[config.mk]
export PLATFORM = sky130hd
export DESIGN_NAME = iim_monitor
export DESIGN_NICKNAME = d
export VERILOG_FILES = /design/src/pkg/iim_pkg.sv /design/src/rtl/iim_monitor.sv
export VERILOG_INCLUDE_DIRS = /design/src /design/src/pkg
export SDC_FILE = /design/constraint.sdc
export NUM_CORES = 1
export LEC_CHECK = 0
export BUFFER_PORTS_ARGS = -buffer_cell sky130_fd_sc_hd__buf_2
export CAP_MARGIN = 10
export CORE_MARGIN = 3
export CORE_UTILIZATION = 45
export DETAILED_ROUTE_END_ITERATION = 8
export HOLD_SLACK_MARGIN = 0.03
export PLACE_DENSITY_LB_ADDON = 0.15
export REMOVE_ABC_BUFFERS = 1
export SLEW_MARGIN = 20
export SYNTH_ARGS = -nofsm -noshare
export SYNTH_HDL_FRONTEND = slang
export SYNTH_SLANG_ARGS = --single-unit
[constraint.sdc]
create_clock -name clk_i -period 2.35 [get_ports clk_i]
set_input_delay 0.235 -clock clk_i [delete_from_list [all_inputs] [get_ports clk_i]]
set_output_delay 0.235 -clock clk_i [all_outputs]
set_load 0.05 [all_outputs]
[src/pkg/iim_params.svh]
// constants of the isochronous interval monitor: register map, fields, reset values, timing
// assumes inclusion by bare name from the design file
// Functional notes
// - iso IN pipe with flush on: discard buffer if no IN token in checked frame.
// - with double buffering, flush discards only the earlier buffer side.
// - the IN flush happens when the SOF after the checked frame arrives.
// - a corrupted SOF still flushes, at the interpolated SOF time.
// - interval is two to the power of the exponent, in frames.
// - pipes without exponent field have no interval; software writes zero there.
// - the exponent is writable only when the pipe is isochronous.
// - iso OUT pipe raises not-ready when the checked frame lacks its packet.
// - errored packets or a full buffer also raise not-ready.
// - not-ready is signalled at the next SOF or interpolated SOF.
// - nonzero exponent evaluates only at the SOF closing each interval.
// - once running, NAK response suppresses not-ready despite arriving SOFs.
// - exponent zero starts counting in the frame after switching to buffer response.
// - nonzero exponent starts counting at the first good packet under buffer response.
// - iso IN with flush off answers every token; interval is ignored.
// - with flush on, an errored IN token also leads to a flush.
// - IN pipes start counting under the same conditions as OUT pipes.
// - counter restarts on hardware reset, auto clear write and bus reset.
// - exponent sits in bits two to zero of the timing register.
// - flush enable is bit twelve of the timing register.
// - pipe in use reads one while the pipe is in a bus transaction.
`ifndef IIM_PARAMS_SVH
`define IIM_PARAMS_SVH

`define IIM_ADR_TIMING   4'h0
`define IIM_ADR_CONTROL  4'h4
`define IIM_ADR_CONFIG   4'h8
`define IIM_ADR_STATUS   4'hC

`define IIM_TIM_EXP_LSB  0
`define IIM_TIM_EXP_MSB  2
`define IIM_TIM_FLUSH    12
`define IIM_CTL_RESP_LSB 0
`define IIM_CTL_RESP_MSB 1
`define IIM_CTL_BUSY     5
`define IIM_CTL_ACLR     9
`define IIM_CFG_ISO      0
`define IIM_CFG_DIR_IN   1
`define IIM_CFG_DBL      2
`define IIM_STA_CNT_LSB  0
`define IIM_STA_CNT_MSB  6
`define IIM_STA_ST_LSB   8
`define IIM_STA_ST_MSB   9
`define IIM_STA_SEEN     10

`define IIM_EXP_RST      3'h0
`define IIM_CNT_W        7
`define IIM_FRAME_NS     125000
`define IIM_CLK_NS       10

`endif

[src/pkg/iim_pkg.sv]
// types shared by the isochronous interval monitor
// assumes nothing beyond a SystemVerilog compiler
`default_nettype none
package iim_pkg;
    typedef enum logic [1:0] {
        IIM_ST_IDLE  = 2'h0,
        IIM_ST_ARMED = 2'h1,
        IIM_ST_RUN   = 2'h2
    } iim_state_t;

    typedef enum logic [1:0] {
        IIM_RESP_NAK    = 2'h0,
        IIM_RESP_BUF    = 2'h1,
        IIM_RESP_STALL  = 2'h2,
        IIM_RESP_STALL2 = 2'h3
    } iim_resp_t;
endpackage
`default_nettype wire

[src/rtl/iim_monitor.sv]
// isochronous interval monitor for one pipe, with a classic Wishbone register slave
// assumes link event inputs are single-cycle strobes from logic on clk_i
`timescale 1ns/1ps
`default_nettype none
`include "iim_params.svh"
module iim_monitor #(
    parameter bit          HAS_INTERVAL = 1'b1,
    parameter int unsigned FRAME_CYCLES = `IIM_FRAME_NS / `IIM_CLK_NS
) (
    // clock and reset
    input  wire logic        clk_i,
    input  wire logic        rst_i,
    // wishbone slave
    input  wire logic        cyc_i,
    input  wire logic        stb_i,
    input  wire logic        we_i,
    input  wire logic [3:0]  adr_i,
    input  wire logic [3:0]  sel_i,
    input  wire logic [31:0] dat_i,
    output logic      [31:0] dat_o,
    output logic             ack_o,
    // link events
    input  wire logic        sof_i,
    input  wire logic        bus_reset_i,
    input  wire logic        in_token_ok_i,
    input  wire logic        in_token_err_i,
    input  wire logic        out_data_ok_i,
    input  wire logic        out_data_err_i,
    input  wire logic        out_fifo_full_i,
    input  wire logic        xact_active_i,
    // results
    output logic             frame_tick_o,
    output logic             not_ready_event_o,
    output logic             flush_o,
    output logic             flush_one_side_o
);
    localparam int TW = $clog2(FRAME_CYCLES + 1);

    typedef struct packed {
        logic                    ack;
        logic [31:0]             rdata;
        logic                    iso_in_flush_enable;
        logic [2:0]              interval_exponent;
        iim_pkg::iim_resp_t      response_select;
        logic                    auto_clear_mode;
        logic                    pipe_in_use;
        logic                    iso_type;
        logic                    dir_in;
        logic                    double_buffer_select;
        iim_pkg::iim_state_t     st;
        logic [`IIM_CNT_W-1:0]   cnt;
        logic                    seen;
        logic [TW-1:0]           tmr;
        logic                    not_ready_event;
        logic                    flush;
        logic                    side;
    } iim_regs_t;

    iim_regs_t s_reg;
    iim_regs_t s_next;

    // byte-lane merge, used for every writable register
    function automatic logic [31:0] wb_merge(input logic [31:0] old_v, input logic [31:0] new_v,
                                             input logic [3:0] sel);
        logic [31:0] r;
        r = old_v;
        for (int b = 0; b < 4; b++) begin
            if (sel[b]) begin
                r[b*8 +: 8] = new_v[b*8 +: 8];
            end
        end
        return r;
    endfunction

    function automatic logic [`IIM_CNT_W-1:0] period_mask(input logic [2:0] e);
        logic [`IIM_CNT_W:0] one;
        one = {{`IIM_CNT_W{1'b0}}, 1'b1};
        return `IIM_CNT_W'((one << e) - one);
    endfunction

    logic        interp_tick;
    logic        frame_tick;
    logic        wr_stb;
    logic        good_pkt;
    logic        bad_pkt;
    logic        check_now;
    logic [2:0]  exp_eff;
    logic [31:0] tim_v;
    logic [31:0] ctl_v;
    logic [31:0] cfg_v;
    logic [31:0] sta_v;
    logic [31:0] wv;

    always_comb begin
        s_next = s_reg;
        wv     = 32'h0;
        // interpolate a frame strobe when the SOF is missing or corrupted
        interp_tick = !sof_i && (s_reg.tmr == TW'(FRAME_CYCLES - 1));
        frame_tick  = sof_i || interp_tick;
        s_next.tmr  = frame_tick ? '0 : s_reg.tmr + TW'(1);

        // a pipe without the field behaves as exponent zero
        exp_eff  = HAS_INTERVAL ? s_reg.interval_exponent : `IIM_EXP_RST;
        good_pkt = s_reg.dir_in ? in_token_ok_i : out_data_ok_i;
        // errors and a full buffer never count as a received packet
        bad_pkt  = s_reg.dir_in ? in_token_err_i : (out_data_err_i || out_fifo_full_i);

        // pipe in use follows the bus transaction
        s_next.pipe_in_use = xact_active_i;

        tim_v = 32'h0;
        tim_v[`IIM_TIM_FLUSH] = s_reg.iso_in_flush_enable;
        tim_v[`IIM_TIM_EXP_MSB:`IIM_TIM_EXP_LSB] = s_reg.interval_exponent;
        ctl_v = 32'h0;
        ctl_v[`IIM_CTL_RESP_MSB:`IIM_CTL_RESP_LSB] = s_reg.response_select;
        ctl_v[`IIM_CTL_BUSY] = s_reg.pipe_in_use;
        ctl_v[`IIM_CTL_ACLR] = s_reg.auto_clear_mode;
        cfg_v = 32'h0;
        cfg_v[`IIM_CFG_ISO]    = s_reg.iso_type;
        cfg_v[`IIM_CFG_DIR_IN] = s_reg.dir_in;
        cfg_v[`IIM_CFG_DBL]    = s_reg.double_buffer_select;
        sta_v = 32'h0;
        sta_v[`IIM_STA_CNT_MSB:`IIM_STA_CNT_LSB] = s_reg.cnt;
        sta_v[`IIM_STA_ST_MSB:`IIM_STA_ST_LSB]   = s_reg.st;
        sta_v[`IIM_STA_SEEN] = s_reg.seen;

        // single-wait-state slave: ack one cycle after the request, write at the ack edge
        s_next.ack = cyc_i && stb_i && !s_reg.ack;
        wr_stb     = cyc_i && stb_i && we_i && s_reg.ack;
        if (adr_i == `IIM_ADR_TIMING) begin
            s_next.rdata = tim_v;
        end else if (adr_i == `IIM_ADR_CONTROL) begin
            s_next.rdata = ctl_v;
        end else if (adr_i == `IIM_ADR_CONFIG) begin
            s_next.rdata = cfg_v;
        end else if (adr_i == `IIM_ADR_STATUS) begin
            s_next.rdata = sta_v;
        end else begin
            s_next.rdata = 32'h0;
        end

        // interval sequencing; events pulse for one cycle
        s_next.not_ready_event  = 1'b0;
        s_next.flush = 1'b0;
        check_now    = 1'b0;
        if (good_pkt) begin
            s_next.seen = 1'b1;
        end
        case (s_reg.st)
            iim_pkg::IIM_ST_IDLE: begin
                if (s_reg.response_select == iim_pkg::IIM_RESP_BUF && s_reg.iso_type) begin
                    s_next.st = iim_pkg::IIM_ST_ARMED;
                end
            end
            iim_pkg::IIM_ST_ARMED: begin
                // exponent zero starts with the next frame
                if (exp_eff == 3'h0 && frame_tick) begin
                    s_next.st   = iim_pkg::IIM_ST_RUN;
                    s_next.cnt  = '0;
                    s_next.seen = 1'b0;
                // otherwise the first good packet opens the first interval
                end else if (exp_eff != 3'h0 && good_pkt) begin
                    s_next.st   = iim_pkg::IIM_ST_RUN;
                    s_next.cnt  = '0;
                    s_next.seen = 1'b1;
                end
            end
            iim_pkg::IIM_ST_RUN: begin
                if (frame_tick) begin
                    // only the frame at the interval boundary is checked
                    check_now   = (s_reg.cnt == '0);
                    s_next.cnt  = (s_reg.cnt + `IIM_CNT_W'(1)) & period_mask(exp_eff);
                    // a packet on the strobe cycle belongs to the new frame: set wins
                    s_next.seen = good_pkt;
                    // no events while the response is not buffer
                    if (check_now && !s_reg.seen
                        && s_reg.response_select == iim_pkg::IIM_RESP_BUF) begin
                        // missing OUT packet raises not-ready at this strobe
                        s_next.not_ready_event  = !s_reg.dir_in;
                        // stale IN data flushed only with flush enabled
                        s_next.flush = s_reg.dir_in && s_reg.iso_in_flush_enable;
                        // double buffering flushes only the earlier side
                        s_next.side  = s_reg.double_buffer_select;
                    end
                end
            end
            default: begin
                s_next.st = iim_pkg::IIM_ST_IDLE;
            end
        endcase
        if (bad_pkt && !good_pkt && s_reg.st == iim_pkg::IIM_ST_RUN) begin
            s_next.seen = s_reg.seen;
        end

        if (wr_stb && adr_i == `IIM_ADR_TIMING) begin
            wv = wb_merge(tim_v, dat_i, sel_i);
            s_next.iso_in_flush_enable = wv[`IIM_TIM_FLUSH];
            // exponent writable only on an iso pipe that has the field
            if (s_reg.iso_type && HAS_INTERVAL) begin
                s_next.interval_exponent = wv[`IIM_TIM_EXP_MSB:`IIM_TIM_EXP_LSB];
            end
        end else if (wr_stb && adr_i == `IIM_ADR_CONTROL) begin
            wv = wb_merge(ctl_v, dat_i, sel_i);
            s_next.response_select = iim_pkg::iim_resp_t'(wv[`IIM_CTL_RESP_MSB:`IIM_CTL_RESP_LSB]);
            s_next.auto_clear_mode = wv[`IIM_CTL_ACLR];
        end else if (wr_stb && adr_i == `IIM_ADR_CONFIG) begin
            wv = wb_merge(cfg_v, dat_i, sel_i);
            s_next.iso_type             = wv[`IIM_CFG_ISO];
            s_next.dir_in               = wv[`IIM_CFG_DIR_IN];
            s_next.double_buffer_select = wv[`IIM_CFG_DBL];
        end

        // leaving buffer response stops the timer so the next start is fresh
        if (s_next.response_select != iim_pkg::IIM_RESP_BUF || !s_next.iso_type) begin
            s_next.st = iim_pkg::IIM_ST_IDLE;
        end
        // auto clear write or bus reset restarts the interval counter
        if (bus_reset_i || (wr_stb && adr_i == `IIM_ADR_CONTROL && wv[`IIM_CTL_ACLR])) begin
            s_next.st   = iim_pkg::IIM_ST_IDLE;
            s_next.cnt  = '0;
            s_next.seen = 1'b0;
        end
    end

    // hardware reset clears the counter and the exponent
    always_ff @(posedge clk_i or posedge rst_i) begin
        if (rst_i) begin
            s_reg <= '0;
        end else begin
            s_reg <= s_next;
        end
    end

    assign dat_o             = s_reg.rdata;
    assign ack_o             = s_reg.ack;
    assign frame_tick_o      = frame_tick;
    assign not_ready_event_o = s_reg.not_ready_event;
    assign flush_o           = s_reg.flush;
    assign flush_one_side_o  = s_reg.side;
endmodule
`default_nettype wire

==> flow_summary.ini, run 1 <==
[run_status]
status = finished, violations left
violations = negative setup slack

[place]
dp_hpwl_um = 4650
place_congestion = 0.849
placed_cells = 396
numPortBuffers = 39
pre_cts_slack_ns = -0.133

[sta]
holdWs_ns = 0.143
rsz0062_at_grt = yes
finalCriticalPeriod_ns = 2.36
tightestPinTransition_ns = 0.524
timing.fmax_mhz = 424
slew_headroom_pct = 64.6
setup_viol = 1
hold_viol_final = 0
clock_skew_ns = 0.00862
drv_slew = 0
fin_crit_sh_pct = 100
post-route-worst-setup-slack_ns = -0.00985

[layout]
antennaDiodeCount = 0
fin_nets = 404
largest_reg_flops = 25
layout_common_cells = dfrtp_1 (50), buf_2 (38), buf_4 (37)
mostFrequentLayoutCell = dfrtp_1
drive_gt1_share_pct = 34.4
stdcell_count = 421
regArea_um2 = 1250
multi_input_area_um2 = 1370
nFillCells = 551
syn2layout_area_growth_pct = 21.5

[pwr]
p_leak_nw = 1.66
peakVddDrop_mv = 0.342
powerDensity_nw_per_um2 = 475

[yosys]
synthTopCellsByArea = dfrtp_1 (45%), buf_4 (8.6%), mux2_2 (5.2%)
synthDistinctLibCells = 47
synth_top_family_by_area = simple AND/OR/NAND/NOR gates
syn_inst = 276
synth-simple-area-share_pct = 21.4
yosys_warnings = 0
muxShareOfSynthArea_pct = 8.30
synth_compound_area_share_pct = 7.49
syn_avg_cell_area_um2 = 10.1
synthXorXnorAreaFrac_pct = 3.77
synth_edf_count = 0
synth-adder-area-share_pct = 2.69
synth_area_um2 = 2790
ys_seq_area_share_pct = 44.8
ys_ff_latch = 50
synthArstFlopShare_pct = 100
yosysTopAreaCell = dfrtp_1
yosysTopAreaCellShare_pct = 44.8
synth_ff_type = dfrtp_1

[floorplan]
pin_count = 90
fp.dieArea_um2 = 7180
core-area_um2 = 5960
rows = 28
die_w_um = 84.7
die_y_um = 84.7
initial_utilization_pct = 46.8

[cts]
cts_sinks = 50
cts_tree = done
htreeDepth = 2
cts_buffers = 5
cts-root-buf = clkbuf_8
cts.clk_slew.worst_paths_ns = 0.09
clkLatencyLatePin_ns = 0.30
cts_max_path_buffers = 2

[detailed_routing]
postRouteAntennaNets = 0
drt-total-wl_um = 6210
avgViaCountPerCell = 5.10
wl_per_cell_um = 14.8
dr.pass1.iters = 4
initialDrtViolationCount = 116
vias = 2149
route.detailed.drc = 0

[critical_path]
path_class = reg -> reg
start_kind = flop
critPathMaxFanout = 4
cp.arrival_ns = 2.60
worstSetupEndpointType = flop
cp.required_ns = 2.59

[min_path]
min_path_type = in -> reg

[flow_run]
cap_violations = 0

[global_routing]
antenna_found_initial = 0
overflow = 0
grt_max_degree = 27
grt_pass1_wl_um = 10400
grt.total_usage_pct = 18.4
first_global_vias = 2131
report_power, final:
part / internal (mW) / switching, mW / total, mW
clock: 0.238 / 0.274 / 0.512
sequential: 0.870 / 0.00670 / 0.877
combinational: 0.0661 / 0.155 / 0.221
worst max-delay path: stages, from the launching register on:
cell and delay (ns):
dfrtp_1 0.40, or4b_4 0.57, o41ai_4 0.35, buf_4 0.22, nand3_4 0.09, or4_4 0.53, a21oi_2 0.14
repair_timing:
item	4_1_cts	5_1_grt
pin swaps	8	2
buffers inserted	5	10
hold endpoints to repair	7	0
gates resized for setup	8	14
setup endpoints to repair	7	7
hold buffers	2	0
stage by stage:
stage / cell area (um^2) / TNS, ns / power, mW / util (%)
5_1_grt: 3390 / -0.189 / 1.68 / 56.9
3_5_place_dp: 3070 / -0.434 / 1.10 / 51.6
6_report: 3390 / -0.00985 / 1.61 / 56.9
2_1_floorplan: 2590 / -12.33 / 1.03 / -
3_3_place_gp: 3070 / -0.302 / 1.09 / 51.6
4_1_cts: 3260 / -0.00500 / 1.62 / 54.7
final timing paths:
check | from | end | slack [ns] | cells after the start
worst max-delay path | s_reg[13] | s_reg[20] | -0.01 | 6
worst min-delay path | stb_i | ack_o | 0.14 | 3
worst max register to register | s_reg[13] | s_reg[20] | -0.01 | 6
worst min register to register | ack_o | ack_o | 0.45 | 1
max in group asynchronous | rst_i | dat_o[3] | 1.42 | 4
min in group asynchronous | rst_i | s_reg[7] | 0.36 | 3
per-layer routing:
metal	global-route usage [%]	wire length, um
met1	26.3	2950
met4	5.61	81
met3	3.93	434
met2	28.2	2750
met5	0	0
cells in the mapped netlist (2+ instances only):
master and count:
a21oi_1 13, and2_1 4, and3_1 11, buf_1 2
buf_4 32, clkbuf_1 4, dfrtp_1 50, ha_1 6
inv_1 10, mux2_2 13, mux2i_1 4, mux4_2 2
nand2_1 14, nand2b_1 4, nand3_1 16, nand3b_1 3
nand4_1 4, nand4bb_1 2, nor2_1 27, nor3_1 6
nor4_1 2, nor4b_1 4, o211ai_1 2, o21ai_0 4
or3_1 4, or4_1 2, xnor2_1 6, xor2_1 6
cell type report:
class,instances,share of cell area (%)
multi-input cells,196,40.3
flip-flops and latches,50,36.9
repair buffers,82,16.3
well taps,75,2.77
clock buffers,7,2.55
inverters,10,1.11
clock inverters,1,0.148
kinds of logic (layout without fill, tap and decap cells):
logic type / count (synthesis) / count (layout)
compound gates: 29 / 29
xor+xnor: 12 / 12
fa+ha+maj: 6 / 6
buf+inv: 50 / 100
flops: 50 / 50
mux: 19 / 19
other cells: 1 / 21
simple gates: 109 / 109
Note: power is estimated with default switching activity, not from simulation.
==> run 2: changes to the inputs <==
TNS_END_PERCENT = 30   (was not set)
==> run 2 against run 1 <==
Effect of this change:
- sequential power is essentially flat
- die area is the same
- register-to-register slack lost 0.02 ns
- clock-buffer cell count is the same
- final area shrank 1.4%
- fmax shrank 0.85%
- clock power is essentially flat
- the run still ends with negative setup slack left
- via count shrank 1.5%
- critical path depth is the same
==> flow_summary.ini, run 2 (synthesized netlist as in run 1, its figures left out) <==
[detailed_routing]
wl_per_cell_um = 14.8
avgViaCountPerCell = 5.10
drt-total-wl_um = 6160
postRouteAntennaNets = 0
dr.pass1.iters = 4
route.detailed.drc = 0
initialDrtViolationCount = 108
vias = 2116

[layout]
stdcell_count = 415
final_core_util_pct = 56.1
stdcell_area_um2 = 3340
drive_gt1_share_pct = 33.5
fin_nets = 398
antennaDiodeCount = 0
nFillCells = 557
syn2layout_area_growth_pct = 19.8
mostFrequentLayoutCell = dfrtp_1
layout_common_cells = dfrtp_1 (50), buf_2 (38), buf_4 (32)
largest_reg_flops = 25

[critical_path]
critPathMaxFanout = 4
cp_top_family = simple AND/OR/NAND/NOR gates
reg2reg_from = s_reg[13]
max_stage_delay_ns = 0.57
rr_endpoint = s_reg[20]
path_cells = or4b_4 -> o41ai_4 -> buf_4 -> nand3_4 -> or4_4 -> a21oi_2
cp_slowest_cell = or4b_4
cp.arrival_ns = 2.62
worstSetupEndpointType = flop
start_kind = flop
cp.required_ns = 2.59
r2r_slack_ns = -0.03
crit_buf_inv = 1
ff2ff_path_depth = 6
path_class = reg -> reg

[floorplan]
core-area_um2 = 5960
rows = 28
pin_count = 90
initial_utilization_pct = 46.8
fp.dieArea_um2 = 7180
die_w_um = 84.7
die_y_um = 84.7

[pwr]
p_sw_share_pct = 27.2
p_leak_nw = 1.62
seqPwrFrac_pct = 54.6
p_switching_uw = 437
p_total_mw = 1.61
powerDensity_nw_per_um2 = 480
pwr-share-clk_pct = 32.0
intPower_mw = 1.17
p_comb_share_pct = 13.4
peakVddDrop_mv = 0.342

[sta]
timing.fmax_mhz = 420
slew_headroom_pct = 63.8
clock_skew_ns = 0.0101
fin_crit_sh_pct = 101
holdWs_ns = 0.143
setup_tns_ns = -0.0307
rsz0062_at_grt = yes
finalCriticalPeriod_ns = 2.38
post-route-worst-setup-slack_ns = -0.0301
hold_viol_final = 0
setup_viol = 2
tightestPinTransition_ns = 0.536
drv_slew = 0

[place]
placed_cells = 396
pre_cts_slack_ns = -0.133
post_dp_cell_area_um2 = 3070
numPortBuffers = 39
place_congestion = 0.849
dp_hpwl_um = 4650

[cts]
cts_max_path_buffers = 2
cts_sinks = 50
cts_buffers = 5
cts_tree = done
htreeDepth = 2
clkLatencyLatePin_ns = 0.31
cts-root-buf = clkbuf_8
cts.clk_slew.worst_paths_ns = 0.09

[global_routing]
grt_max_degree = 27
grt.total_usage_pct = 18.4
antenna_found_initial = 0
overflow = 0
first_global_vias = 2128
grt_pass1_wl_um = 10400

[run_status]
violations = negative setup slack
status = finished, violations left

[min_path]
holdPathEnd = ack_o
hold_depth = 3
min_path_type = in -> reg
hp-start = stb_i

[flow_run]
cap_violations = 0
==> run 2: per-layer routing <==
layer | track usage [%] | part of all wire (%) | vias up
li1 | - | - | 1045
met1 | 26.1 | 49 | 1002
met2 | 28.2 | 44 | 61
met3 | 3.93 | 5.9 | 8
met4 | 5.61 | 1.3 | 0
met5 | 0 | 0 | -
==> run 2: power groups by stage <==
stage / clock network, mW / logic, mW / registers, mW
2_1_floorplan: 0 / 0.126 / 0.900
3_3_place_gp: 0 / 0.201 / 0.894
3_5_place_dp: 0 / 0.202 / 0.894
4_1_cts: 0.531 / 0.210 / 0.877
5_1_grt: 0.564 / 0.233 / 0.879
6_report: 0.515 / 0.215 / 0.877
==> run 2: cell type report <==
type                       count  area, um^2  share of cell area (%)
multi-input combinational    196        1370                    41.0
sequential                    50        1250                    37.4
timing repair buffer          76         499                    14.9
tap                           75        93.8                    2.81
clock buffer                   7        86.3                    2.58
inverter                      10        37.5                    1.12
clock inverter                 1        5.00                   0.150
==> run 2: worst max path at each step <==
stage | start | end | slack (ns) | depth (start not counted)
detailed placement | s_reg[3] | s_reg[20] | -0.13 | 7
floorplan | s_reg[3] | s_reg[21] | -1.06 | 6
finish | s_reg[13] | s_reg[20] | -0.03 | 6
global route | s_reg[4] | s_reg[20] | -0.08 | 7
CTS | s_reg[12] | s_reg[20] | -0.005 | 6
global placement | s_reg[3] | s_reg[20] | -0.12 | 7
==> run 2: tightest hold or removal path: stages <==
cell	delay [ns]
buf_2	0.10
nand2_1	0.05
nor2_1	0.03
==> run 2: timing repair <==
item                                    CTS  global route
hold endpoints to repair                  7             0
setup buffers                             4             5
gates resized for setup                   8            13
gates cloned                              0             0
hold buffers                              2             0
endpoints found under the setup margin    7             7
pin swaps                                 9             2
